--- src/design/spfs_defs.vh ---
// Register map, field positions and timing constants of the serial port
`ifndef SPFS_DEFS_VH
`define SPFS_DEFS_VH
`define SPFS_ADDR_DATA 4'h0
`define SPFS_ADDR_CONTROL 4'h4
`define SPFS_ADDR_STATUS 4'h8
`define SPFS_ADDR_POWER 4'hc
`define SPFS_CR_IRQ_EN 7
`define SPFS_CR_OUT_EN 6
`define SPFS_CR_HALVE_DIS 5
`define SPFS_CR_MASTER 4
`define SPFS_CR_IDLE_LVL 3
`define SPFS_CR_CAPTURE 2
`define SPFS_SR_DONE 7
`define SPFS_SR_WRITE_COLLISION_FLAG 6
`define SPFS_SR_MODE_FAULT_FLAG 4
`define SPFS_PW_WAIT 0
`define SPFS_PW_HALT 1
`define SPFS_PW_CCMASK 2
`define SPFS_CR_RESET 8'h00
`define SPFS_SR_RESET 8'h00
`define SPFS_BITS_PER_BYTE 4'h8
`define SPFS_HALF_DIV4 7'h02
`define SPFS_HALF_DIV8 7'h04
`define SPFS_HALF_DIV16 7'h08
`define SPFS_HALF_DIV32 7'h10
`define SPFS_HALF_DIV64 7'h20
`define SPFS_HALF_DIV128 7'h40
`endif

--- src/design/spfs_serial_port.v ---
// Serial port control, status, fault handling and shift engine with AXI4-Lite registers
// Contract
// - Data write during a transfer sets the write collision flag, status bit 6.
// - Write collision flag never raises the interrupt.
// - Mid-transfer: status read then data read clears collision; data write does not.
// - After done: status read then data write clears collision unless a transfer started.
// - Slave select low while master sets the mode fault flag.
// - Mode fault clears the output enable bit, releasing the pins.
// - Mode fault clears master select, making the port a slave.
// - Mode fault clears after status access while set, then a control write.
// - While fault set, output enable and master set are refused, except clearing write.
// - No mode fault in slave mode; an existing flag stays readable.
// - Without a done clear, the first received byte is kept, later ones dropped.
// - In wait state the port runs and its interrupt events wake the processor.
// - In halt the port freezes; its events do not wake from halt.
// - One interrupt: enable bit 7 and a flag set and processor mask clear.
// - Control bit 6 routes pins to the port; cleared by reset and mode fault.
// - Master divider by bits 5,1,0: 100/4 000/8 001/16 110/32 010/64 011/128.
// - Rate bits unused as slave; slave shifts on the received clock.
// - Control bit 4 selects master, driving the clock and swapping data pins.
// - Control bit 3 sets the idle clock level in both modes.
// - Control bit 2 picks first or second clock transition for capture.
// - Done flag, status bit 7, set at completion; status read then data access clears.
// - While the done flag is set, data writes are discarded.
// - Data write loads the 8-bit shifter, sent MSB first; master write starts it.
// - A colliding write leaves the running transfer and the shifter untouched.
// - On completion the received byte goes to a buffer read from the data register.
//
// Decided for this implementation: the address map and register access over AXI4-Lite.
`timescale 1ns/100ps
`default_nettype none
`include "spfs_defs.vh"
module spfs_serial_port (
    input wire aclk,
    input wire aresetn,
    input wire [3:0] s_axi_awaddr,
    input wire s_axi_awvalid,
    output reg s_axi_awready,
    input wire [31:0] s_axi_wdata,
    input wire [3:0] s_axi_wstrb,
    input wire s_axi_wvalid,
    output reg s_axi_wready,
    output reg [1:0] s_axi_bresp,
    output reg s_axi_bvalid,
    input wire s_axi_bready,
    input wire [3:0] s_axi_araddr,
    input wire s_axi_arvalid,
    output reg s_axi_arready,
    output reg [31:0] s_axi_rdata,
    output reg [1:0] s_axi_rresp,
    output reg s_axi_rvalid,
    input wire s_axi_rready,
    input wire sclk_in,
    output reg sclk_out,
    output reg sclk_oe,
    input wire mosi_in,
    output reg mosi_out,
    output reg mosi_oe,
    input wire miso_in,
    output reg miso_out,
    output reg miso_oe,
    input wire slave_select_n,
    output reg serial_irq,
    output reg wake_request
);
    reg [7:0] ctrl_reg;
    reg done_reg, write_collision_flag_reg, mode_fault_flag_reg;
    reg done_armed_reg, write_collision_flag_armed_reg, mode_fault_flag_armed_reg, write_collision_flag_after_done_reg;
    reg started_since_arm_reg;
    reg wait_reg, halt_reg, ccmask_reg;
    reg [7:0] shift_reg, rxbuf_reg;
    reg rxbit_reg;
    reg [3:0] bitcnt_reg;
    reg busy_reg, sck_int_reg, phase_hi_reg;
    reg [6:0] divcnt_reg;
    reg [2:0] ss_sync_reg, sck_sync_reg;
    reg ss_reg, sck_reg;
    reg aw_got_reg, w_got_reg;
    reg [3:0] aw_addr_reg;
    reg [31:0] w_data_reg;
    reg [3:0] w_strb_reg;

    wire master = ctrl_reg[`SPFS_CR_MASTER];
    wire out_en = ctrl_reg[`SPFS_CR_OUT_EN];
    wire idle_clock_level = ctrl_reg[`SPFS_CR_IDLE_LVL];
    wire capture_edge_select = ctrl_reg[`SPFS_CR_CAPTURE];
    wire run = ~halt_reg;

    // Three-stage synchronisers; change accepted once stages 2 and 3 agree
    always @(posedge aclk) begin
        if (!aresetn) begin
            ss_sync_reg <= 3'h7;
            sck_sync_reg <= 3'h0;
            ss_reg <= 1'b1;
            sck_reg <= 1'b0;
        end else begin
            ss_sync_reg <= {ss_sync_reg[1:0], slave_select_n};
            sck_sync_reg <= {sck_sync_reg[1:0], sclk_in};
            if (ss_sync_reg[1] == ss_sync_reg[2])
                ss_reg <= ss_sync_reg[2];
            if (sck_sync_reg[1] == sck_sync_reg[2])
                sck_reg <= sck_sync_reg[2];
        end
    end
    reg sck_prev_reg;
    always @(posedge aclk) begin
        if (!aresetn)
            sck_prev_reg <= 1'b0;
        else
            sck_prev_reg <= sck_reg;
    end
    wire sck_edge = sck_reg ^ sck_prev_reg;
    // Leading edge leaves idle level, trailing edge returns to it
    wire slave_lead = sck_edge & (sck_reg != idle_clock_level);
    wire slave_trail = sck_edge & (sck_reg == idle_clock_level);

    // Half-period of serial clock, in CPU clocks
    reg [6:0] half_div;
    always @* begin
        case ({ctrl_reg[`SPFS_CR_HALVE_DIS], ctrl_reg[1:0]})
            3'b100: half_div = `SPFS_HALF_DIV4;
            3'b000: half_div = `SPFS_HALF_DIV8;
            3'b001: half_div = `SPFS_HALF_DIV16;
            3'b110: half_div = `SPFS_HALF_DIV32;
            3'b010: half_div = `SPFS_HALF_DIV64;
            3'b011: half_div = `SPFS_HALF_DIV128;
            // Unlisted rate codes fall back to the divide-by-eight rate
            default: half_div = `SPFS_HALF_DIV8;
        endcase
    end

    // AXI write and read decode
    wire wr_fire = aw_got_reg & w_got_reg & ~s_axi_bvalid;
    wire rd_fire = s_axi_arvalid & s_axi_arready;
    wire wr_data = wr_fire & (aw_addr_reg == `SPFS_ADDR_DATA) & w_strb_reg[0];
    wire wr_ctrl = wr_fire & (aw_addr_reg == `SPFS_ADDR_CONTROL) & w_strb_reg[0];
    wire wr_stat = wr_fire & (aw_addr_reg == `SPFS_ADDR_STATUS);
    wire wr_pwr = wr_fire & (aw_addr_reg == `SPFS_ADDR_POWER) & w_strb_reg[0];
    wire rd_data = rd_fire & (s_axi_araddr == `SPFS_ADDR_DATA);
    wire rd_stat = rd_fire & (s_axi_araddr == `SPFS_ADDR_STATUS);
    // Status write is a bus access too, counted as arming for fault clear
    wire stat_acc = rd_stat | wr_stat;

    // Master engine: tick each half period while busy
    wire tick = busy_reg & master & (divcnt_reg == half_div - 7'h01);
    wire m_lead = tick & ~phase_hi_reg;
    wire m_trail = tick & phase_hi_reg;
    wire lead = master ? m_lead : (slave_lead & ~ss_reg);
    wire trail = master ? m_trail : (slave_trail & ~ss_reg);
    // Capture on first edge when phase 0, second when phase 1
    wire cap = capture_edge_select ? trail : lead;
    wire shf = capture_edge_select ? lead : trail;
    wire last_cap = cap & (bitcnt_reg == `SPFS_BITS_PER_BYTE - 4'h1);
    // Slave with phase 0 is committed as soon as selected
    wire in_xfer = busy_reg | (~master & out_en & ~ss_reg & ~capture_edge_select);
    wire collide = wr_data & in_xfer & ~done_reg;
    wire load_ok = wr_data & ~in_xfer & ~done_reg & out_en;
    wire fault = master & out_en & ~ss_reg;
    wire sin = master ? miso_in : mosi_in;

    always @(posedge aclk) begin
        if (!aresetn) begin
            shift_reg <= 8'h00;
            rxbuf_reg <= 8'h00;
            rxbit_reg <= 1'b0;
            bitcnt_reg <= 4'h0;
            busy_reg <= 1'b0;
            divcnt_reg <= 7'h00;
            phase_hi_reg <= 1'b0;
            sck_int_reg <= 1'b0;
        end else if (run) begin
            if (tick) begin
                divcnt_reg <= 7'h00;
                phase_hi_reg <= ~phase_hi_reg;
                sck_int_reg <= ~sck_int_reg;
            end else if (busy_reg & master)
                divcnt_reg <= divcnt_reg + 7'h01;
            if (load_ok) begin
                shift_reg <= w_data_reg[7:0];
                bitcnt_reg <= 4'h0;
                busy_reg <= master;
                divcnt_reg <= 7'h00;
                phase_hi_reg <= 1'b0;
                sck_int_reg <= 1'b0;
            end else if (fault) begin
                busy_reg <= 1'b0;
            end else if (cap) begin
                rxbit_reg <= sin;
                bitcnt_reg <= bitcnt_reg + 4'h1;
                if (last_cap) begin
                    if (!done_reg)
                        rxbuf_reg <= {shift_reg[6:0], sin};
                    if (!capture_edge_select)
                        busy_reg <= 1'b1;
                end
            end else if (shf & (bitcnt_reg != 4'h0)) begin
                // Outgoing bit moves on the edge opposite capture, never with it
                shift_reg <= {shift_reg[6:0], rxbit_reg};
            end
            if (~master & slave_lead & ~ss_reg)
                busy_reg <= 1'b1;
            // Phase 1 master stops on its eighth capture, no extra clock pulse
            if (m_trail & ((bitcnt_reg == `SPFS_BITS_PER_BYTE) | last_cap))
                busy_reg <= 1'b0;
            if (~master & (ss_reg | (slave_trail & bitcnt_reg == `SPFS_BITS_PER_BYTE)))
                busy_reg <= 1'b0;
            if (~master & ss_reg)
                bitcnt_reg <= 4'h0;
        end
    end

    // Control register and flags
    always @(posedge aclk) begin
        if (!aresetn) begin
            ctrl_reg <= `SPFS_CR_RESET;
            done_reg <= 1'b0;
            write_collision_flag_reg <= 1'b0;
            mode_fault_flag_reg <= 1'b0;
            done_armed_reg <= 1'b0;
            write_collision_flag_armed_reg <= 1'b0;
            mode_fault_flag_armed_reg <= 1'b0;
            write_collision_flag_after_done_reg <= 1'b0;
            started_since_arm_reg <= 1'b0;
            wait_reg <= 1'b0;
            halt_reg <= 1'b0;
            ccmask_reg <= 1'b0;
        end else begin
            if (wr_pwr) begin
                wait_reg <= w_data_reg[`SPFS_PW_WAIT];
                halt_reg <= w_data_reg[`SPFS_PW_HALT];
                ccmask_reg <= w_data_reg[`SPFS_PW_CCMASK];
            end
            if (run) begin
                if (wr_ctrl) begin
                    if (mode_fault_flag_reg & ~mode_fault_flag_armed_reg)
                        ctrl_reg <= {w_data_reg[7], ctrl_reg[6] & w_data_reg[6], w_data_reg[5],
                                     ctrl_reg[4] & w_data_reg[4], w_data_reg[3:0]};
                    else
                        ctrl_reg <= w_data_reg[7:0];
                end
                if (fault) begin
                    ctrl_reg[`SPFS_CR_OUT_EN] <= 1'b0;
                    ctrl_reg[`SPFS_CR_MASTER] <= 1'b0;
                    mode_fault_flag_reg <= 1'b1;
                    mode_fault_flag_armed_reg <= 1'b0;
                end else begin
                    if (stat_acc & mode_fault_flag_reg)
                        mode_fault_flag_armed_reg <= 1'b1;
                    if (wr_ctrl & mode_fault_flag_armed_reg) begin
                        mode_fault_flag_reg <= 1'b0;
                        mode_fault_flag_armed_reg <= 1'b0;
                    end
                end
                // Done flag: set wins over the clearing access
                if (rd_stat & done_reg)
                    done_armed_reg <= 1'b1;
                if (last_cap) begin
                    done_reg <= 1'b1;
                    done_armed_reg <= 1'b0;
                end else if ((rd_data | wr_data) & done_armed_reg) begin
                    done_reg <= 1'b0;
                    done_armed_reg <= 1'b0;
                end
                // Collision flag arming and clearing
                if (rd_stat & write_collision_flag_reg) begin
                    write_collision_flag_armed_reg <= 1'b1;
                    write_collision_flag_after_done_reg <= done_reg;
                    started_since_arm_reg <= 1'b0;
                end else if (load_ok | (~master & slave_lead & ~ss_reg))
                    started_since_arm_reg <= 1'b1;
                if (collide) begin
                    write_collision_flag_reg <= 1'b1;
                    write_collision_flag_armed_reg <= 1'b0;
                end else if (write_collision_flag_armed_reg & rd_data & ~write_collision_flag_after_done_reg) begin
                    write_collision_flag_reg <= 1'b0;
                    write_collision_flag_armed_reg <= 1'b0;
                end else if (write_collision_flag_armed_reg & wr_data & write_collision_flag_after_done_reg) begin
                    write_collision_flag_reg <= started_since_arm_reg;
                    write_collision_flag_armed_reg <= 1'b0;
                end
            end
        end
    end

    // Pins, interrupt and wake; collision flag is kept out of the request
    wire irq_src = ctrl_reg[`SPFS_CR_IRQ_EN] & (done_reg | mode_fault_flag_reg);
    always @(posedge aclk) begin
        if (!aresetn) begin
            serial_irq <= 1'b0;
            wake_request <= 1'b0;
            sclk_out <= 1'b0;
            sclk_oe <= 1'b0;
            mosi_out <= 1'b0;
            mosi_oe <= 1'b0;
            miso_out <= 1'b0;
            miso_oe <= 1'b0;
        end else begin
            serial_irq <= irq_src & ~ccmask_reg;
            wake_request <= irq_src & wait_reg & ~halt_reg;
            sclk_out <= sck_int_reg ^ idle_clock_level;
            sclk_oe <= out_en & master;
            mosi_out <= shift_reg[7];
            mosi_oe <= out_en & master;
            miso_out <= shift_reg[7];
            miso_oe <= out_en & ~master & ~ss_reg;
        end
    end

    // Status byte; unused bits read as zero
    reg [7:0] status_byte;
    always @* begin
        status_byte = `SPFS_SR_RESET;
        status_byte[`SPFS_SR_DONE] = done_reg;
        status_byte[`SPFS_SR_WRITE_COLLISION_FLAG] = write_collision_flag_reg;
        status_byte[`SPFS_SR_MODE_FAULT_FLAG] = mode_fault_flag_reg;
    end

    // AXI4-Lite slave; address and data taken in either order
    always @(posedge aclk) begin
        if (!aresetn) begin
            aw_got_reg <= 1'b0;
            w_got_reg <= 1'b0;
            aw_addr_reg <= 4'h0;
            w_data_reg <= 32'h0;
            w_strb_reg <= 4'h0;
            s_axi_awready <= 1'b0;
            s_axi_wready <= 1'b0;
            s_axi_bvalid <= 1'b0;
            s_axi_bresp <= 2'h0;
            s_axi_arready <= 1'b0;
            s_axi_rvalid <= 1'b0;
            s_axi_rdata <= 32'h0;
            s_axi_rresp <= 2'h0;
        end else begin
            s_axi_awready <= ~aw_got_reg & ~s_axi_awready & s_axi_awvalid;
            s_axi_wready <= ~w_got_reg & ~s_axi_wready & s_axi_wvalid;
            if (s_axi_awvalid & s_axi_awready) begin
                aw_got_reg <= 1'b1;
                aw_addr_reg <= s_axi_awaddr;
            end
            if (s_axi_wvalid & s_axi_wready) begin
                w_got_reg <= 1'b1;
                w_data_reg <= s_axi_wdata;
                w_strb_reg <= s_axi_wstrb;
            end
            if (wr_fire) begin
                s_axi_bvalid <= 1'b1;
                s_axi_bresp <= (aw_addr_reg[1:0] != 2'h0) ? 2'h2 : 2'h0;
            end else if (s_axi_bvalid & s_axi_bready) begin
                s_axi_bvalid <= 1'b0;
                aw_got_reg <= 1'b0;
                w_got_reg <= 1'b0;
            end
            s_axi_arready <= ~s_axi_arready & ~s_axi_rvalid & s_axi_arvalid;
            if (rd_fire) begin
                s_axi_rvalid <= 1'b1;
                s_axi_rresp <= 2'h0;
                if (s_axi_araddr == `SPFS_ADDR_DATA)
                    s_axi_rdata <= {24'h0, rxbuf_reg};
                else if (s_axi_araddr == `SPFS_ADDR_CONTROL)
                    s_axi_rdata <= {24'h0, ctrl_reg};
                else if (s_axi_araddr == `SPFS_ADDR_STATUS)
                    s_axi_rdata <= {24'h0, status_byte};
                else if (s_axi_araddr == `SPFS_ADDR_POWER)
                    s_axi_rdata <= {29'h0, ccmask_reg, halt_reg, wait_reg};
                else begin
                    s_axi_rdata <= 32'h0;
                    s_axi_rresp <= 2'h2;
                end
            end else if (s_axi_rvalid & s_axi_rready)
                s_axi_rvalid <= 1'b0;
        end
    end
endmodule // spfs_serial_port
`default_nettype wire

--- config.mk ---
export PLATFORM = sky130hd
export DESIGN_NAME = spfs_serial_port
export DESIGN_NICKNAME = d
export VERILOG_FILES = /design/src/design/spfs_serial_port.v
export VERILOG_INCLUDE_DIRS = /design/src /design/src/design
export SDC_FILE = /design/constraint.sdc
export NUM_CORES = 1
export LEC_CHECK = 0
export BUFFER_PORTS_ARGS = -buffer_cell sky130_fd_sc_hd__clkbuf_2
export CAP_MARGIN = 0
export CORE_ASPECT_RATIO = 0.75
export CORE_UTILIZATION = 58
export CTS_CLUSTER_SIZE = 24
export DETAILED_ROUTE_END_ITERATION = 7
export PLACE_DENSITY = 0.83
export SETUP_SLACK_MARGIN = 0.3
export SYNTH_ARGS = -nofsm -noshare
export SYNTH_HDL_FRONTEND = slang
export SYNTH_SLANG_ARGS = --single-unit
--- constraint.sdc ---
create_clock -name aclk -period 3.7 [get_ports aclk]
set_input_delay 0.37 -clock aclk [delete_from_list [all_inputs] [get_ports aclk]]
set_output_delay 0.37 -clock aclk [all_outputs]
set_load 0.03 [all_outputs]
==> results.cfg, run 1 <==
[placed_design]
port-buffer-count = 50
place_ws_ns = 1.02
place.gp.congestion = 0.864
dp_cells = 657
dp.final_hpwl_um = 7580

[timing]
max_freq_mhz = 363
slew_viol_final = 0
setup_tns_ns = 0
rsz0062_at_grt = no
final.min_clock_period_ns = 2.75
hold_violations = 0
hold_slack_ns = 0.169
finClkSkew_ns = 0.0142
slew_headroom_pct = 37.7
worstMarginPinSlew_ns = 0.933
period_share_pct = 74.4
worst_slack_ns = 0.946
setup_violations = 0

[layout]
final.fill_count = 635
seqCellArea_um2 = 1900
drive_above_1_share_pct = 15.2
multiInputGateArea_um2 = 2360
layout.nets = 625
final_common_cell = dfxtp_1
final_cell_mix = dfxtp_1 (95), nand2_1 (79), clkbuf_2 (50)
antennaDiodeCount = 0
fin_cells = 673
syn_to_final_growth_pct = 8.32

[setup_path]
start_kind = flop
crit_required_ns = 3.98
path_class = flop to flop
cpPeakStageDelay_ns = 0.67
worstSetupStartpoint = ctrl_reg[4]
cp-end-kind = flop
cp_slowest_cell = dfxtp_1
path_cells = nor3_1 -> nor4_1 -> nand2_1 -> a21oi_4 -> mux2_1
crit_path_max_fanout = 16
worstPathArrival_ns = 3.04
r2r_start = ctrl_reg[4]

[yosys]
synth_top_family_by_area = simple AND/OR/NAND/NOR gates
avgSynthCellArea_um2 = 8.52
synth_area_leader_cell = dfxtp_1
synth_xor_area_share_pct = 0.965
synth-main-ff-cell = dfxtp_1
synth.area.mux_share_pct = 9.73
yosys.area_share.simple_pct = 23.8
ys_seq_area_share_pct = 41.9
ys_ff_latch = 95
synth_area_leaders = dfxtp_1 (42%), mux2i_1 (7.5%), nand2_1 (6.5%)
yosysUniqueCellTypes = 62
netlist_area_um2 = 4540
ys_async_sr_fraction_pct = 0
netlist.area_leader.share_pct = 41.9
synth_compound_area_share_pct = 14.4
synth_cells = 533
synth_edf_count = 0
yosysWarnings = 0
synth_fa_ha_area_share_pct = 0.827

[route]
vias = 3952
drt_pass1_iterations = 5
via_per_inst = 5.87
ant_nets = 0
first_iter_violations = 320
wirelength_um = 10700
drc = 0
wire_per_inst_um = 15.8

[clock_network]
post_cts_resized = 0
ctsHoldBuffers = 0
cts_made_buffers = 9
tritoncts = yes
insertion_delay_ns = 0.39
clkTransAtPathRegs_ns = 0.10
htree_levels = 3
numClockSinks = 95
cts-root-buf = clkbuf_8
cts_setup_buffers = 0
clk_path_buf_depth = 2

[pwr]
ir_worst_vdd_mv = 0.366
p_leak_uw = 0.00196
cellPowerDensity_nw_per_um2 = 374
power_uw = 1840

[global_route]
grt_start_max_net_pins = 53
grt_first_pass_wirelength_um = 17500
track_usage_pct = 27.4
grt_pass1_vias = 3671
overflow = 0
antenna_found_initial = 0

[die]
die_area_um2 = 8190
io_pins = 104
coreArea_um2 = 7470
row_count = 27
die_x_um = 104
start_util_pct = 60.8
die_y_um = 78.6

[flow_run]
maxCapViolations = 0

[hold_path]
hold_path_class = input pin to flop
hold_start = slave_select_n

[status]
status = complete, no violations
-- cell usage after synthesis (all sizes together), types with 4 or more instances --
cell	instances
a21oi	34
a22oi	8
a31oi	4
a32oi	4
and2	9
and3	5
and3b	6
buf	35
clkbuf	21
dfxtp	95
inv	14
mux2	9
mux2i	34
nand2	79
nand2b	11
nand3	15
nand3b	4
nand4	6
nor2	47
nor3	11
nor3b	6
nor4	4
o21ai	17
o22ai	5
or3	4
-- area by class of cell --
class                           count  share of cell area, %
Clock buffer                       10                   2.80
Clock inverter                      6                   1.20
Inverter                           14                   1.07
Multi-Input combinational cell    393                   48.0
Sequential cell                    95                   38.7
Tap cell                          101                   2.57
Timing Repair Buffer               54                   5.70
-- through the flow --
stage	util, %	cell area, µm²
global placement	63.2	4720
CTS	65.9	4920
floorplan	-	4630
finish	65.9	4920
global route	65.9	4920
detailed placement	63.2	4720
-- cell families after synthesis --
family / Yosys count
multiplexers: 43
AO/OA/AOI/OAI: 97
flip-flops: 95
adder cells (fa/ha/maj): 3
buffers and inverters: 70
XOR/XNOR: 5
AND/OR/NAND/NOR: 219
other: 1
-- final timing paths --
check                                       to  depth (start not counted)  slack (ns)
worst max-delay path              shift_reg[7]                          5        0.95
worst min-delay path            ss_sync_reg[0]                          2        0.17
worst max register to register    shift_reg[7]                          5        0.95
worst min register to register  ss_sync_reg[1]                          1        0.42
-- layer usage --
layer  vias up  routed length (µm)  global-route usage, %
met1      1874                4640                   34.8
met2       169                4950                   44.0
met3        26                 853                   6.89
li1       1883                   -                      -
met5         -                   0                      0
met4         0                 209                   12.6
-- report_power, final --
group / internal (µW) / leakage [µW] / switching (µW)
sequential: 1030 / 0.000768 / 10.1
clock: 281 / 0.0000993 / 403
combinational: 26.5 / 0.00109 / 85.5
-- worst max-delay path, delay by kind of cell, from the launching register on --
kind	cells	cell delay, ns
AO/OA/AOI/OAI	1	0.54
flip-flops	1	0.67
multiplexers	1	0.36
AND/OR/NAND/NOR	3	1.08
Power figures use the tool's default switching activity.
==> inputs of run 2 (changes only) <==
- ABC_AREA: unset -> 1
- CORE_UTILIZATION: 58 -> 54
- PLACE_DENSITY: 0.83 -> 0.78
- clock period: 3.7 -> 2.7 ns (I/O delays scaled with it)
==> run 2 against run 1 <==
Final cell count is 13% higher; utilization is 3.9 points lower; clock skew is 0.0081 ns lower; clock power is 23% higher; sequential power is 38% higher; worst setup slack worse by 0.47 ns; critical endpoint is now rxbuf_reg[7]; highest routed layer unchanged.
==> results.cfg, run 2 <==
[route]
vias = 4067
ant_nets = 0
drt_pass1_iterations = 5
wirelength_um = 10800
first_iter_violations = 434
wire_per_inst_um = 14.2
drc = 0
via_per_inst = 5.35

[layout]
final_common_cell = dfxtp_1
final_cell_mix = dfxtp_1 (94), nand2_1 (89), inv_1 (68)
drive_above_1_share_pct = 17.4
layout.nets = 708
syn_to_final_growth_pct = 9.91
stdcell_area_um2 = 4930
antennaDiodeCount = 0

[pwr]
cellPowerDensity_nw_per_um2 = 499
p_leak_uw = 0.00207
ir_worst_vdd_mv = 0.423

[setup_path]
crit_path_max_fanout = 16
crit_required_ns = 3.01
cp_slowest_cell = dfxtp_1
worstPathArrival_ns = 2.53
cpMostUsedCell = nand2_1
path_cells = nand2_1 -> nor2_1 -> nand2_1 -> nor2_1 -> nand2_1 -> inv_2 -> nand4_4 -> buf_4 -> nand2_2 -> nor4_4 -> buf_4 -> and2_1 -> nor2_2
rr_worst_depth = 13
r2r_end = rxbuf_reg[7]
start_kind = flop
path_class = flop to flop
cpPeakStageDelay_ns = 0.39
cp-end-kind = flop
r2r_slack_ns = 0.48
r2r_start = w_got_reg

[hold_path]
hold_start = slave_select_n
hold_depth = 2
holdPathEnd = ss_sync_reg[0]
hold_path_class = input pin to flop

[yosys]
synth_area_leaders = dfxtp_1 (42%), nand2_1 (7.5%), inv_1 (5.7%)
synth_area_leader_cell = dfxtp_1
synth_cells = 598
yosysWarnings = 0
synth-main-ff-cell = dfxtp_1
yosys-top-cells-count = dfxtp_1 (95), nand2_1 (90), inv_1 (68), nor2_1 (52), a21oi_1 (49)
ys_ff_latch = 95
yosysUniqueCellTypes = 52
synth.most_common_cell = dfxtp_1
ys_seq_area_share_pct = 42.4
netlist.area_leader.share_pct = 42.4
synth_edf_count = 0
avgSynthCellArea_um2 = 7.50
netlist_area_um2 = 4480
ys_async_sr_fraction_pct = 0

[placed_design]
port-buffer-count = 50
place.gp.congestion = 0.886
place_ws_ns = 0.278
dp.final_hpwl_um = 7850
dpl_cell_area_um2 = 4700

[die]
start_util_pct = 56.4
die_y_um = 80.9
die_area_um2 = 8680
coreArea_um2 = 7950
io_pins = 104
row_count = 28
die_x_um = 107

[timing]
worst_slack_ns = 0.481
setup_violations = 0
slew_viol_final = 0
setup_tns_ns = 0
worstMarginPinSlew_ns = 0.642
finClkSkew_ns = 0.00609
max_freq_mhz = 451
final.min_clock_period_ns = 2.22
rsz0062_at_grt = yes
slew_headroom_pct = 56.8
period_share_pct = 82.2
hold_violations = 0

[flow_run]
maxCapViolations = 0

[global_route]
overflow = 0
grt_start_max_net_pins = 65
antenna_found_initial = 0
grt_pass1_vias = 3691
track_usage_pct = 26.8
grt_first_pass_wirelength_um = 17800

[clock_network]
insertion_delay_ns = 0.37
tritoncts = yes
cts_made_buffers = 9
cts-root-buf = clkbuf_8
clk_path_buf_depth = 2
numClockSinks = 95
ctsHoldBuffers = 0
clkTransAtPathRegs_ns = 0.09
htree_levels = 3

[status]
status = complete, no violations
## run 2: critical path, delay by kind of cell (launching register included)
family	cells	cell delay, ns
buffers and inverters	3	0.57
DFF	1	0.39
and+or+nand+nor	10	1.19
## run 2: cell families (layout without fill, tap and decap cells)
family	Yosys count	count (layout)	synth area share, %
AOI/OAI and AO/OA	143	143	18.2
DFF	95	95	42.4
adders and majority gates	3	3	0.837
other	1	26	0.0836
buffers and inverters	121	152	13.2
muxes	1	1	0.223
and+or+nand+nor	230	231	24.2
xor gates and xnor gates	4	4	0.781
## run 2: worst max path at each step
| stage | startpoint | to | slack [ns] | depth (start not counted) |
|---|---|---|---|---|
| 3_5_place_dp | aw_got_reg | shift_reg[2] | 0.28 | 11 |
| 2_1_floorplan | s_axi_bvalid | rxbuf_reg[6] | 0.79 | 11 |
| 6_report | w_got_reg | rxbuf_reg[7] | 0.48 | 13 |
| 3_3_place_gp | aw_got_reg | shift_reg[2] | 0.44 | 11 |
| 4_1_cts | aw_got_reg | shift_reg[6] | 0.32 | 11 |
| 5_1_grt | w_got_reg | bitcnt_reg[2] | 0.28 | 12 |
## run 2: cell type report
class                   count  area, µm²
multi-input cells         408       2100
inverters                  75        283
well taps                 105        131
repair buffers             61        333
clock inverters             5       33.8
flip-flops and latches     95       1900
clock buffers              11        141
fillers                   726       3020
## run 2: repair_timing
item                                    4_1_cts  5_1_grt
gates resized for setup                       0        4
endpoints found under the setup margin        2       24
cloned                                        1        0
setup buffers                                 0        4
pin swaps                                     0        1
## run 2: per-layer routing
metal | GRT usage (%) | vias up | part of all wire [%]
met5 | 0 | - | 0
met4 | 8.77 | 0 | 1.0
met3 | 6.58 | 16 | 8.5
met2 | 41.2 | 178 | 43
met1 | 37.0 | 1845 | 47
li1 | - | 2028 | -
## run 2: where the power goes
group / internal (µW) / switching (µW) / total (µW) / leakage (µW)
Combinational: 42.9 / 132 / 175 / 0.00122
Clock: 358 / 483 / 841 / 0.0000853
Sequential: 1420 / 17.0 / 1440 / 0.000770
Total: 1820 / 632 / 2460 / 0.00207
## run 2: through the flow
step,power (µW),hold slack [ns],cells,util (%)
after global placement,1640,0.396,739,59.1
after CTS,2480,0.0683,756,61.5
after floorplan,1620,0.368,623,-
final,2460,0.0824,760,62.0
after detailed placement,1650,0.407,739,59.1
after global routing,2560,0.0770,760,62.0
